===== src/hw/ext_dma_write_regs.vh =====
`ifndef EXT_DMA_WRITE_REGS_VH
`define EXT_DMA_WRITE_REGS_VH

// Register port addresses
`define ADDR_W          4
`define A_DATA          4'h0
`define A_ERROR         4'h1
`define A_COUNT         4'h2
`define A_SECTOR        4'h3
`define A_CYL_LO        4'h4
`define A_CYL_HI        4'h5
`define A_DEV_HEAD      4'h6
`define A_CMD_STATUS    4'h7
`define A_DEV_CTRL      4'h8
`define A_IRQ_STATUS    4'h9
`define A_IRQ_MASK      4'ha
`define A_CONFIG        4'hb

// Opcodes
`define OP_WR_DMA_EXT   8'h35
`define OP_WR_DMA_FUA   8'h3d

// Device control and config bits
`define DC_HOB_BIT      7
`define CFG_CACHE_BIT   0

// Error register bits
`define ERR_CRC_BIT     7
`define ERR_IDN_BIT     4
`define ERR_ABT_BIT     2

// Status register bits
`define ST_BSY_BIT      7
`define ST_RDY_BIT      6
`define ST_DSC_BIT      4
`define ST_DRQ_BIT      3
`define ST_ERR_BIT      0

// Interrupt status bits
`define IRQ_W           2
`define IRQ_DONE_BIT    0
`define IRQ_ERR_BIT     1

// Sector geometry
`define WORDS_LAST      8'hff
`define CNT_W           17
`define CNT_FULL        17'h10000
`define CNT_ONE         17'h00001
`define LBA_ONE         48'h000000000001

`endif


===== src/hw/sector_buf.v =====
`timescale 1ns/1ps
// One-sector word store, registered read
module sector_buf (
  // Clock
  input  wire        core_clk,
  // Write side
  input  wire        wr_en,
  input  wire [7:0]  wr_addr,
  input  wire [15:0] wr_data,
  // Read side
  input  wire        rd_en,
  input  wire [7:0]  rd_addr,
  output reg  [15:0] rd_data
);

  reg [15:0] mem [0:255];

  always @(posedge core_clk)
  begin
    if (wr_en)
    begin
      mem[wr_addr] <= wr_data;
    end
    if (rd_en)
    begin
      rd_data <= mem[rd_addr];
    end
  end

endmodule


===== src/hw/ext_dma_write_cmd.v =====
// Chosen here: the placing of the registers and the plain strobed port.
`timescale 1ns/1ps
`include "ext_dma_write_regs.vh"
module ext_dma_write_cmd (
  // Clock and reset
  input  wire                 core_clk,
  input  wire                 rst_n,
  // Register port
  input  wire [`ADDR_W-1:0]   addr,
  input  wire [15:0]          wdata,
  input  wire                 wr_stb,
  input  wire                 rd_stb,
  output reg  [15:0]          rdata,
  // DMA request toward the host channel
  output reg                  dmarq,
  input  wire                 crc_error,
  // Media write path
  output reg  [15:0]          media_data,
  output reg                  media_valid,
  input  wire                 media_ready,
  output reg  [47:0]          media_lba,
  input  wire                 media_done,
  input  wire                 media_err,
  input  wire                 media_idnf,
  // Interrupt
  output reg                  irq
);

  localparam S_IDLE  = 5'b00001;
  localparam S_XFER  = 5'b00010;
  localparam S_MRD   = 5'b00100;
  localparam S_MSEND = 5'b01000;
  localparam S_MWAIT = 5'b10000;

  reg  [4:0]             state;
  reg  [7:0]             tf_cur [0:2];
  reg  [7:0]             tf_prev [0:2];
  reg  [7:0]             cnt_cur;
  reg  [7:0]             cnt_prev;
  reg  [7:0]             dev_head;
  reg  [7:0]             dev_ctrl;
  reg  [7:0]             config_reg;
  reg  [7:0]             error_flags;
  reg                    err_status;
  reg  [`IRQ_W-1:0]      irq_status;
  reg  [`IRQ_W-1:0]      irq_mask;
  reg  [47:0]            lba;
  reg  [`CNT_W-1:0]      sectors_left;
  reg  [7:0]             word_idx;
  reg                    force_media_write;
  reg                    crc_seen;
  reg  [15:0]            next_rdata;
  reg  [`IRQ_W-1:0]      next_irq_status;

  wire [15:0]            buf_rd_data;
  wire                   busy;
  wire                   tf_write;
  wire                   cmd_write;
  wire                   is_write_op;
  wire                   word_take;
  wire                   last_word_sent;
  wire                   posted;
  wire                   sector_end;
  wire                   sector_fail;
  wire                   finish;
  wire                   abort_cmd;
  wire [15:0]            count16;
  wire [`CNT_W-1:0]      count_req;
  wire [47:0]            lba_req;
  wire                   high_byte_select;

  // Picks the byte a task-file read returns under the high-byte select
  function [7:0] tf_pick;
    input       sel;
    input [7:0] cur;
    input [7:0] prev;
    begin
      tf_pick = sel ? prev : cur;
    end
  endfunction

  assign busy        = (state != S_IDLE);
  assign high_byte_select         = dev_ctrl[`DC_HOB_BIT];
  assign tf_write    = wr_stb && !busy;
  assign cmd_write   = tf_write && (addr == `A_CMD_STATUS);
  assign is_write_op = (wdata[7:0] == `OP_WR_DMA_EXT) ||
                       (wdata[7:0] == `OP_WR_DMA_FUA);
  assign abort_cmd   = cmd_write && !is_write_op;

  assign count16   = {cnt_prev, cnt_cur};
  assign count_req = (count16 == 16'h0000) ? `CNT_FULL
                                           : {1'b0, count16};
  assign lba_req   = {tf_prev[2], tf_prev[1], tf_prev[0],
                      tf_cur[2], tf_cur[1], tf_cur[0]};

  // Host words are taken only while the request is up
  assign word_take = (state == S_XFER) && dmarq && wr_stb &&
                     (addr == `A_DATA);

  assign last_word_sent = (state == S_MSEND) && media_valid && media_ready &&
                          (word_idx == `WORDS_LAST);
  // Cached plain writes may post status once handed to media
  assign posted      = config_reg[`CFG_CACHE_BIT] && !force_media_write;
  assign sector_end  = (last_word_sent && posted) ||
                       ((state == S_MWAIT) && media_done);
  assign sector_fail = sector_end && (crc_seen ||
                       ((state == S_MWAIT) && media_err));
  assign finish      = sector_end && (sector_fail || (sectors_left == `CNT_ONE));

  sector_buf u_sector_buf (
    .core_clk (core_clk),
    .wr_en    (word_take),
    .wr_addr  (word_idx),
    .wr_data  (wdata),
    .rd_en    (state == S_MRD),
    .rd_addr  (word_idx),
    .rd_data  (buf_rd_data)
  );

  // Address bytes: shift on host write, failing address on error
  genvar gi;
  generate
    for (gi = 0; gi < 3; gi = gi + 1)
    begin : g_tf
      always @(posedge core_clk)
      begin
        if (!rst_n)
        begin
          tf_cur[gi]  <= 8'h00;
          tf_prev[gi] <= 8'h00;
        end
        else if (sector_fail)
        begin
          tf_cur[gi]  <= lba[gi*8 +: 8];
          tf_prev[gi] <= lba[gi*8+24 +: 8];
        end
        else if (tf_write && (addr == (`A_SECTOR + gi)))
        begin
          tf_prev[gi] <= tf_cur[gi];
          tf_cur[gi]  <= wdata[7:0];
        end
      end
    end
  endgenerate

  // Remaining host-written registers
  always @(posedge core_clk)
  begin
    if (!rst_n)
    begin
      cnt_cur    <= 8'h00;
      cnt_prev   <= 8'h00;
      dev_head   <= 8'h00;
      dev_ctrl   <= 8'h00;
      config_reg <= 8'h00;
      irq_mask   <= {`IRQ_W{1'b0}};
    end
    else
    begin
      if (tf_write && (addr == `A_COUNT))
      begin
        cnt_prev <= cnt_cur;
        cnt_cur  <= wdata[7:0];
      end
      if (tf_write && (addr == `A_DEV_HEAD))
      begin
        dev_head <= wdata[7:0];
      end
      if (wr_stb && (addr == `A_DEV_CTRL))
      begin
        dev_ctrl <= wdata[7:0];
      end
      if (wr_stb && (addr == `A_CONFIG))
      begin
        config_reg <= wdata[7:0];
      end
      if (wr_stb && (addr == `A_IRQ_MASK))
      begin
        irq_mask <= wdata[`IRQ_W-1:0];
      end
    end
  end

  // Command sequencer
  always @(posedge core_clk)
  begin
    if (!rst_n)
    begin
      state             <= S_IDLE;
      dmarq             <= 1'b0;
      word_idx          <= 8'h00;
      lba               <= 48'h0;
      sectors_left      <= {`CNT_W{1'b0}};
      force_media_write <= 1'b0;
      crc_seen          <= 1'b0;
      media_data        <= 16'h0000;
      media_valid       <= 1'b0;
      media_lba         <= 48'h0;
    end
    else
    begin
      if (busy && crc_error)
      begin
        crc_seen <= 1'b1;
      end
      case (state)
        S_IDLE:
        begin
          if (cmd_write && is_write_op)
          begin
            lba               <= lba_req;
            media_lba         <= lba_req;
            sectors_left      <= count_req;
            force_media_write <= (wdata[7:0] == `OP_WR_DMA_FUA);
            crc_seen          <= 1'b0;
            word_idx          <= 8'h00;
            dmarq             <= 1'b1;
            state             <= S_XFER;
          end
        end
        S_XFER:
        begin
          if (word_take)
          begin
            word_idx <= word_idx + 8'h01;
            if (word_idx == `WORDS_LAST)
            begin
              dmarq <= 1'b0;
              state <= S_MRD;
            end
          end
        end
        S_MRD:
        begin
          state <= S_MSEND;
        end
        S_MSEND:
        begin
          if (!media_valid)
          begin
            media_data  <= buf_rd_data;
            media_valid <= 1'b1;
          end
          else if (media_ready)
          begin
            media_valid <= 1'b0;
            word_idx    <= word_idx + 8'h01;
            if (word_idx == `WORDS_LAST)
            begin
              state <= S_MWAIT;
            end
            else
            begin
              state <= S_MRD;
            end
          end
        end
        S_MWAIT:
        begin
          state <= S_MWAIT;
        end
        default:
        begin
          state <= S_IDLE;
          dmarq <= 1'b0;
        end
      endcase
      // Sector boundary: stop, finish or start the next sector
      if (sector_end)
      begin
        if (finish)
        begin
          state <= S_IDLE;
          dmarq <= 1'b0;
        end
        else
        begin
          lba          <= lba + `LBA_ONE;
          media_lba    <= lba + `LBA_ONE;
          sectors_left <= sectors_left - `CNT_ONE;
          word_idx     <= 8'h00;
          dmarq        <= 1'b1;
          state        <= S_XFER;
        end
      end
    end
  end

  // Ending error and status bits
  always @(posedge core_clk)
  begin
    if (!rst_n)
    begin
      error_flags <= 8'h00;
      err_status  <= 1'b0;
    end
    else if (cmd_write)
    begin
      error_flags <= 8'h00;
      err_status  <= abort_cmd;
      error_flags[`ERR_ABT_BIT] <= abort_cmd;
    end
    else if (sector_fail)
    begin
      err_status <= 1'b1;
      error_flags[`ERR_CRC_BIT] <= crc_seen;
      error_flags[`ERR_IDN_BIT] <= (state == S_MWAIT) && media_err && media_idnf;
      error_flags[`ERR_ABT_BIT] <= (state == S_MWAIT) && media_err && !media_idnf;
    end
  end

  // Sticky interrupt events; set wins over a same-cycle clear
  always @*
  begin
    next_irq_status = irq_status;
    if (wr_stb && (addr == `A_IRQ_STATUS))
    begin
      next_irq_status = irq_status & ~wdata[`IRQ_W-1:0];
    end
    if (finish || abort_cmd)
    begin
      next_irq_status[`IRQ_DONE_BIT] = 1'b1;
    end
    if (sector_fail || abort_cmd)
    begin
      next_irq_status[`IRQ_ERR_BIT] = 1'b1;
    end
  end

  always @(posedge core_clk)
  begin
    if (!rst_n)
    begin
      irq_status <= {`IRQ_W{1'b0}};
      irq        <= 1'b0;
    end
    else
    begin
      irq_status <= next_irq_status;
      irq        <= |(next_irq_status & irq_mask);
    end
  end

  // Read mux, data in the cycle after the strobe
  always @*
  begin
    next_rdata = 16'h0000;
    case (addr)
      `A_ERROR:      next_rdata = {8'h00, error_flags};
      `A_COUNT:      next_rdata = {8'h00, tf_pick(high_byte_select, cnt_cur, cnt_prev)};
      `A_SECTOR:     next_rdata = {8'h00, tf_pick(high_byte_select, tf_cur[0], tf_prev[0])};
      `A_CYL_LO:     next_rdata = {8'h00, tf_pick(high_byte_select, tf_cur[1], tf_prev[1])};
      `A_CYL_HI:     next_rdata = {8'h00, tf_pick(high_byte_select, tf_cur[2], tf_prev[2])};
      `A_DEV_HEAD:   next_rdata = {8'h00, dev_head};
      `A_CMD_STATUS:
      begin
        next_rdata[`ST_BSY_BIT] = busy;
        next_rdata[`ST_RDY_BIT] = 1'b1;
        next_rdata[`ST_DSC_BIT] = 1'b1;
        next_rdata[`ST_DRQ_BIT] = dmarq;
        next_rdata[`ST_ERR_BIT] = err_status;
      end
      `A_DEV_CTRL:   next_rdata = {8'h00, dev_ctrl};
      `A_IRQ_STATUS: next_rdata = {{(16-`IRQ_W){1'b0}}, irq_status};
      `A_IRQ_MASK:   next_rdata = {{(16-`IRQ_W){1'b0}}, irq_mask};
      `A_CONFIG:     next_rdata = {8'h00, config_reg};
      default:       next_rdata = 16'h0000;
    endcase
  end

  always @(posedge core_clk)
  begin
    if (!rst_n)
    begin
      rdata <= 16'h0000;
    end
    else if (rd_stb)
    begin
      rdata <= next_rdata;
    end
    else
    begin
      rdata <= 16'h0000;
    end
  end

endmodule


===== config.mk =====
export PLATFORM = sky130hd
export DESIGN_NAME = ext_dma_write_cmd
export DESIGN_NICKNAME = d
export VERILOG_FILES = /design/src/hw/sector_buf.v /design/src/hw/ext_dma_write_cmd.v
export VERILOG_INCLUDE_DIRS = /design/src /design/src/hw
export SDC_FILE = /design/constraint.sdc
export NUM_CORES = 2
export LEC_CHECK = 0
export ABC_AREA = 0
export BUFFER_PORTS_ARGS = -buffer_cell sky130_fd_sc_hd__buf_2
export CORE_ASPECT_RATIO = 1.5
export CORE_MARGIN = 4
export CORE_UTILIZATION = 30
export DETAILED_ROUTE_END_ITERATION = 16
export PLACE_DENSITY_LB_ADDON = 0.15
export SYNTH_ARGS = -nofsm -noshare
export SYNTH_HDL_FRONTEND = slang
export SYNTH_MEMORY_MAX_BITS = 65536
export SYNTH_SLANG_ARGS = --single-unit
export TNS_END_PERCENT = 20

===== constraint.sdc =====
create_clock -name core_clk -period 2.9 [get_ports core_clk]
set_clock_uncertainty 0.2 [all_clocks]
set_input_delay 0 -clock core_clk [delete_from_list [all_inputs] [get_ports core_clk]]
set_output_delay 0 -clock core_clk [all_outputs]
set_load 0.01 [all_outputs]

* Word level (Yosys, flattened, before mapping)
Memories as Yosys holds them, arrays and structs flattened. A register that Yosys moved wholly into a read port is not among the register bits.
Index checks and enable logic that the tools add are counted.
** Operators by class
- Add/sub/neg operators :: 3
- Equal/unequal tests :: 27
- Mux-type cells :: 86
- Bitwise operators :: 17
- Reductions and logical operators :: 49
** Operators with widths (number)
- 48-bit two-way mux :: 8
- 8-bit two-way mux :: 22
- 17-bit two-way mux :: 5
- 48-bit by 1-bit adder with 48-bit output (second input constant) :: 1
- 2-bit case mux with 9 select lines :: 2
- 5-bit two-way mux :: 7
- 1-bit two-way mux :: 34
- 1-bit logical AND :: 28
- 5-bit case mux with 5 select lines :: 1
- 8-bit case mux with 3 select lines :: 1
- 2-bit case mux with 10 select lines :: 1
- 17-bit by 1-bit equality test with 1-bit output (second input constant) :: 1
- 17-bit by 1-bit subtractor with 17-bit output (second input constant) :: 1
- 4-bit by 3-bit equality test with 1-bit output (second input constant) :: 4
- 4-bit equality test (second input constant) :: 4
- 8-bit by 6-bit equality test with 1-bit output (second input constant) :: 2
- 16-bit logical NOT :: 1
- 1-bit OR :: 12
- 1-bit case mux with 10 select lines :: 1
- 3-bit inequality test (second input constant) :: 3
- 8-bit by 1-bit adder with 8-bit output (second input constant) :: 1
- 4-bit by 2-bit equality test with 1-bit output (second input constant) :: 2
- 8-bit equality test (second input constant) :: 1
- 1-bit case mux with 7 select lines :: 1
- 23 further kinds :: 38
** Storage, ports and cells
- Register bits :: 211
- RAM bits :: 4144
- Input port bits :: 29
- Output and inout port bits :: 83
- Logic and storage cells :: 208
- Memories kept :: 3
** Memory list
- u_sector_buf.mem :: depth 256, width 16, rd ports 1, clocked after Yosys merged registers in 1, wr ports 1, RTL line sector_buf.v:16 : reg [15:0] mem [0:255];
- tf_cur :: depth 3, width 8, rd ports 3, clocked after Yosys merged registers in 0, wr ports 3, RTL line ext_dma_write_cmd.v:36 : reg [7:0] tf_cur [0:2];
- tf_prev :: depth 3, width 8, rd ports 3, clocked after Yosys merged registers in 0, wr ports 3, RTL line ext_dma_write_cmd.v:37 : reg [7:0] tf_prev [0:2];

* Logic depth before layout (Yosys ltp)
- Depth after elaboration :: 13
- Depth in mapped cells :: 11
- Mapped depth without buffers :: 8

* Hierarchy
From an unflattened synthesis, not the netlist that was laid out.
** Unflattened totals
- Cell total of the unflattened synthesis :: 8878
- Area total of the unflattened synthesis :: 171593.3 um2
** By module, submodules not included
- sector_buf :: times used 1, cells an instance 7360, area each 158874.9 um2, sequential area each 123478.4 um2
- ext_dma_write_cmd :: times used 1, cells an instance 1518, area each 12718.4 um2, sequential area each 5505.3 um2

* Worst setup path after synthesis
No wires, ideal clock.
- Kind :: register -> register
- From :: reg state[3]
- To :: mem u_sector_buf.mem[100][0], enable pin
- Setup time :: 0.388 ns
- Arrival :: 2.541 ns
- Required time :: 2.312 ns
- Slack :: -0.229 ns
- Stages on the path, launching flop included :: 8
- Path buffers :: 2
- Period minus slack after synthesis :: 3.129 ns
- Path through :: dfxtp_1 -> buf_2 -> nor3b_1 -> nand4_1 -> nor3b_1 -> nand2_1 -> clkbuf_1 -> nor2_1
** Between the ends
- Word-level cells in the longest chain between the ends :: 6
** Ends and longest elaborated chain
- start: declaration :: RTL line ext_dma_write_cmd.v:35 : reg [4:0] state;
- start signal: assignment :: RTL line ext_dma_write_cmd.v:189 : state <= S_IDLE;
- start signal: assignment :: RTL line ext_dma_write_cmd.v:218 : state <= S_XFER;
- start signal: assignment :: RTL line ext_dma_write_cmd.v:229 : state <= S_MRD;
- 5-bit by 2-bit equality test with 1-bit output :: RTL line ext_dma_write_cmd.v:97 : assign word_take = (state == S_XFER) && dmarq && wr_stb &&
- 1-bit logical AND (3 in series) :: RTL line ext_dma_write_cmd.v:97
- 1-bit two-way mux :: RTL line sector_buf.v:20 : if (wr_en)
- 1-bit two-way mux (not written as such) :: RTL line sector_buf.v:22 : mem[wr_addr] <= wr_data;
- end: declaration :: RTL line sector_buf.v:16
No other way between the ends.

==> impl_metrics.csv <==
group,metric,value,unit
outcome,outcome,"finished with violations",
outcome,failed_checks,"negative setup slack",
drt,wl_per_cell,31.9,um
synthesis,synth_xor_xnor_area_share,0.178,%
synthesis,synth-simple-area-share,2.37,%
synthesis,synth_edf_count,4160,
worst_setup_path,crit_chain,"buf_12 -> buf_16 -> buf_8 -> mux4_2 -> a22oi_1 -> a21oi_1 -> o41ai_4 -> nand4_1",
clocking,cts_sinks,4363,
drt,wl_met3,23400,um
global_route,overflow,0,
global_route,grt_pass1_vias,93500,
synthesis,muxShareOfSynthArea,14.1,%
clocking,clk_path_buf_depth,4,
place,port_buffers,103,
drt,highest_layer,"met5",
floorplanning,die_h,924,um
layout,final_cell_area,212000,um^2
layout,reg_top3,"u_sector_buf.mem x4096, lba x48, media_lba x48",
drt,drt_pass1_iterations,5,
floorplanning,core_area,557000,um^2
drt,drt-met1-wl,218000,um
drt,wirelength,560000,um
synthesis,ys_seq_elements,4363,
floorplanning,die_area,571000,um^2
global_route,grt_pass1_wl,770000,um
sta,fin_crit,3.62,ns
synthesis,async_flop_share,0,%
worst_hold_path,hp-class,"input pin to flip-flop",
drt,dr_wl_met2,296000,um
layout,drive_above_1_share,36.7,%
layout,layout.area.seq,129000,um^2
sta,relSlewSlack,25.4,%
worst_setup_path,reg2regPathDepth,8,
worst_setup_path,arrival,4.12,ns
clocking,htree_levels,5,
floorplanning,initial_core_util,30.1,%
layout,area_growth,26.2,%
global_route,grt_max_degree,137,
synthesis,ys_warn_count,0,
synthesis,syn_area,168000,um^2
floorplanning,io-pin-count,112,
worst_setup_path,r2r-end,"u_sector_buf.rd_data[11]",
synthesis,synth_adder_area_share,0.0746,%
layout,final_nets,9807,
clocking,cts_tree,"yes",
place,place.gp.congestion,0.859,
synthesis,synth_top_area_share,74.5,%
worst_setup_path,worst-r2r-setup-slack,-0.72,ns
layout,fillers,50800,
place,post_dp_cell_area,191000,um^2
drt,drc_errors,0,
power_and_ir_drop,leakagePower,0.0661,uW
synthesis,synth_top_family_by_area,"multiplexers",
floorplanning,die_x,619,um
synthesis,synthDistinctLibCells,79,
sta,hold_viol_final,0,
synthesis,synth_top_cells_by_area,"edfxtp_1, mux4_2, dfxtp_1, a22oi_1, a21oi_1",
clocking,cts.clk_slew.worst_paths,0.07,ns
floorplanning,rows,336,
synthesis,synth_most_common_cell,"edfxtp_1",
power_and_ir_drop,vdd_drop_max,0.516,mV
sta,rsz0062_at_grt,"true",
worst_setup_path,r2r_start,"word_idx[0]",
layout,largest-register,"u_sector_buf.mem",
place,dpl.hpwl,359000,um
worst_hold_path,hold_end,"u_sector_buf.mem[43][2]",
worst_setup_path,cp_slowest_cell,"o41ai_4",
clocking,numCtsBuffers,423,
clocking,insertion_delay,1.02,ns
worst_setup_path,setup.worst_path.end_class,"flip-flop",
drt,vias,89500,
worst_setup_path,startpoint_type,"flip-flop",
synthesis,yosys.area.top_type,"edfxtp_1",
clocking,cts-root-buf,"clkbuf_16",
synthesis,syn_avg_cell_area,20.5,um^2
synthesis,synthTopCellsByCount,"edfxtp_1, mux4_2, a22oi_1, a21oi_1, clkbuf_1",
run,drv_cap,0,
worst_hold_path,min_path_cells,3,
worst_setup_path,cp_max_fo,12,
worst_setup_path,critPathMaxStageDelay,0.92,ns
sta,fin_hold_ws,0.100,ns
worst_setup_path,cp.required,3.40,ns
drt,vias_per_cell,5.10,
sta,fin_ws,-0.722,ns
drt,drtIter0Drc,8047,
synthesis,synth_compound_area_share,5.02,%
drt,ant_nets,0,
global_route,grt_antenna_before_repair,35,
synthesis,synthCells,8167,
layout,multi_input_area,39100,um^2
synthesis,yosysSeqAreaShare,76.9,%
synthesis,synth_ff_type,"edfxtp_1",
sta,setup_viol,512,
worst_hold_path,hp-start,"wdata[2]",
sta,final_max_slew_viol_count,0,
sta,period_share,125,%
layout,largest_register_ffs,4096,
sta,fmax,276,MHz
worst_setup_path,worst-setup-path-type,"flip-flop to flip-flop",
global_route,track_usage,19.0,%
sta,tightest_slew,1.09,ns
power_and_ir_drop,power_density,603,nW/um^2
stage by stage:
| stage | power [uW] | cells | TNS (ns) | setup WS, ns | utilization, % |
|---|---|---|---|---|---|
| 2_1_floorplan | 70500 | 8174 | -454.26 | -0.229 | - |
| 3_3_place_gp | 72000 | 16500 | -162.94 | -2.13 | 34.3 |
| 3_5_place_dp | 72000 | 16500 | -165.53 | -1.56 | 34.3 |
| 4_1_cts | 129000 | 17400 | -30.45 | -0.755 | 37.4 |
| 5_1_grt | 132000 | 17600 | -94.08 | -0.753 | 38.0 |
| 6_report | 128000 | 17600 | -33.97 | -0.722 | 38.0 |
worst max path at each step:
stage / startpoint / end
4_1_cts: word_idx[0] / u_sector_buf.rd_data[11]
2_1_floorplan: state[3] / u_sector_buf.mem[100][0]
6_report: word_idx[0] / u_sector_buf.rd_data[11]
5_1_grt: word_idx[0] / u_sector_buf.rd_data[7]
3_3_place_gp: word_idx[0] / u_sector_buf.rd_data[9]
3_5_place_dp: word_idx[0] / u_sector_buf.rd_data[9]
power breakdown:
group	total, uW	leakage, uW	switching [uW]	internal, uW
Clock	56800	0.00676	24500	32200
Combinational	1900	0.0203	1530	363
Sequential	69000	0.0391	48.0	68900
worst max-delay path, delay by kind of cell, from the launching register on:
family                 cells  cell delay [ns]
AND/OR/NAND/NOR            1             0.15
multiplexers               1             0.51
buffers and inverters      3             0.59
flip-flops                 1             0.45
AO/OA/AOI/OAI              3             1.32
cell usage in the layout, fill, tap and decap left out, types with 62 or more instances in the layout:
| cell | synthesis | routed |
|---|---|---|
| edfxtp_1 | 4160 | 4160 |
| mux4_2 | 1025 | 1025 |
| buf_4 | 11 | 922 |
| clkbuf_16 | 0 | 448 |
| buf_12 | 0 | 443 |
| a22oi_1 | 528 | 419 |
| a21oi_1 | 361 | 279 |
| nor2_1 | 346 | 267 |
| nand2_1 | 277 | 260 |
| dfxtp_1 | 203 | 201 |
| a22oi_2 | 0 | 109 |
| clkinv_1 | 0 | 97 |
| buf_2 | 116 | 88 |
| buf_6 | 7 | 81 |
| clkbuf_1 | 356 | 76 |
| a21oi_2 | 0 | 67 |
| dlygate4sd3_1 | 0 | 67 |
| clkinv_2 | 0 | 62 |
per-layer routing:
metal | track usage [%] | up-vias
li1 | - | 37600
met4 | 6.55 | 4
met5 | 0 | -
met2 | 34.6 | 2482
met3 | 1.99 | 785
met1 | 23.4 | 48700
final cells by class:
type	count	share of cell area, %
diodes	14	0.0165
clock buffers	509	5.23
clock inverters	265	1.38
inverters	21	0.0384
multi-input cells	3253	18.5
flip-flops and latches	4363	60.9
well taps	7436	4.40
repair buffers	1706	9.53
kinds of logic after synthesis:
group | Yosys count
AO/OA/AOI/OAI | 1235
XOR/XNOR | 34
adder cells (fa/ha/maj) | 10
buffers and inverters | 559
flip-flops | 4363
multiplexers | 1075
other | 1
AND/OR/NAND/NOR | 890
repair_timing:
action / CTS / global route
endpoints found under the hold margin: 4459 / 2
resized for setup: 272 / 336
hold buffers: 79 / 2
pin swaps: 53 / 89
gates cloned: 12 / 27
setup buffers: 74 / 123
setup endpoints to repair: 671 / 2452
No activity file was read; power rests on OpenSTA's default activity.
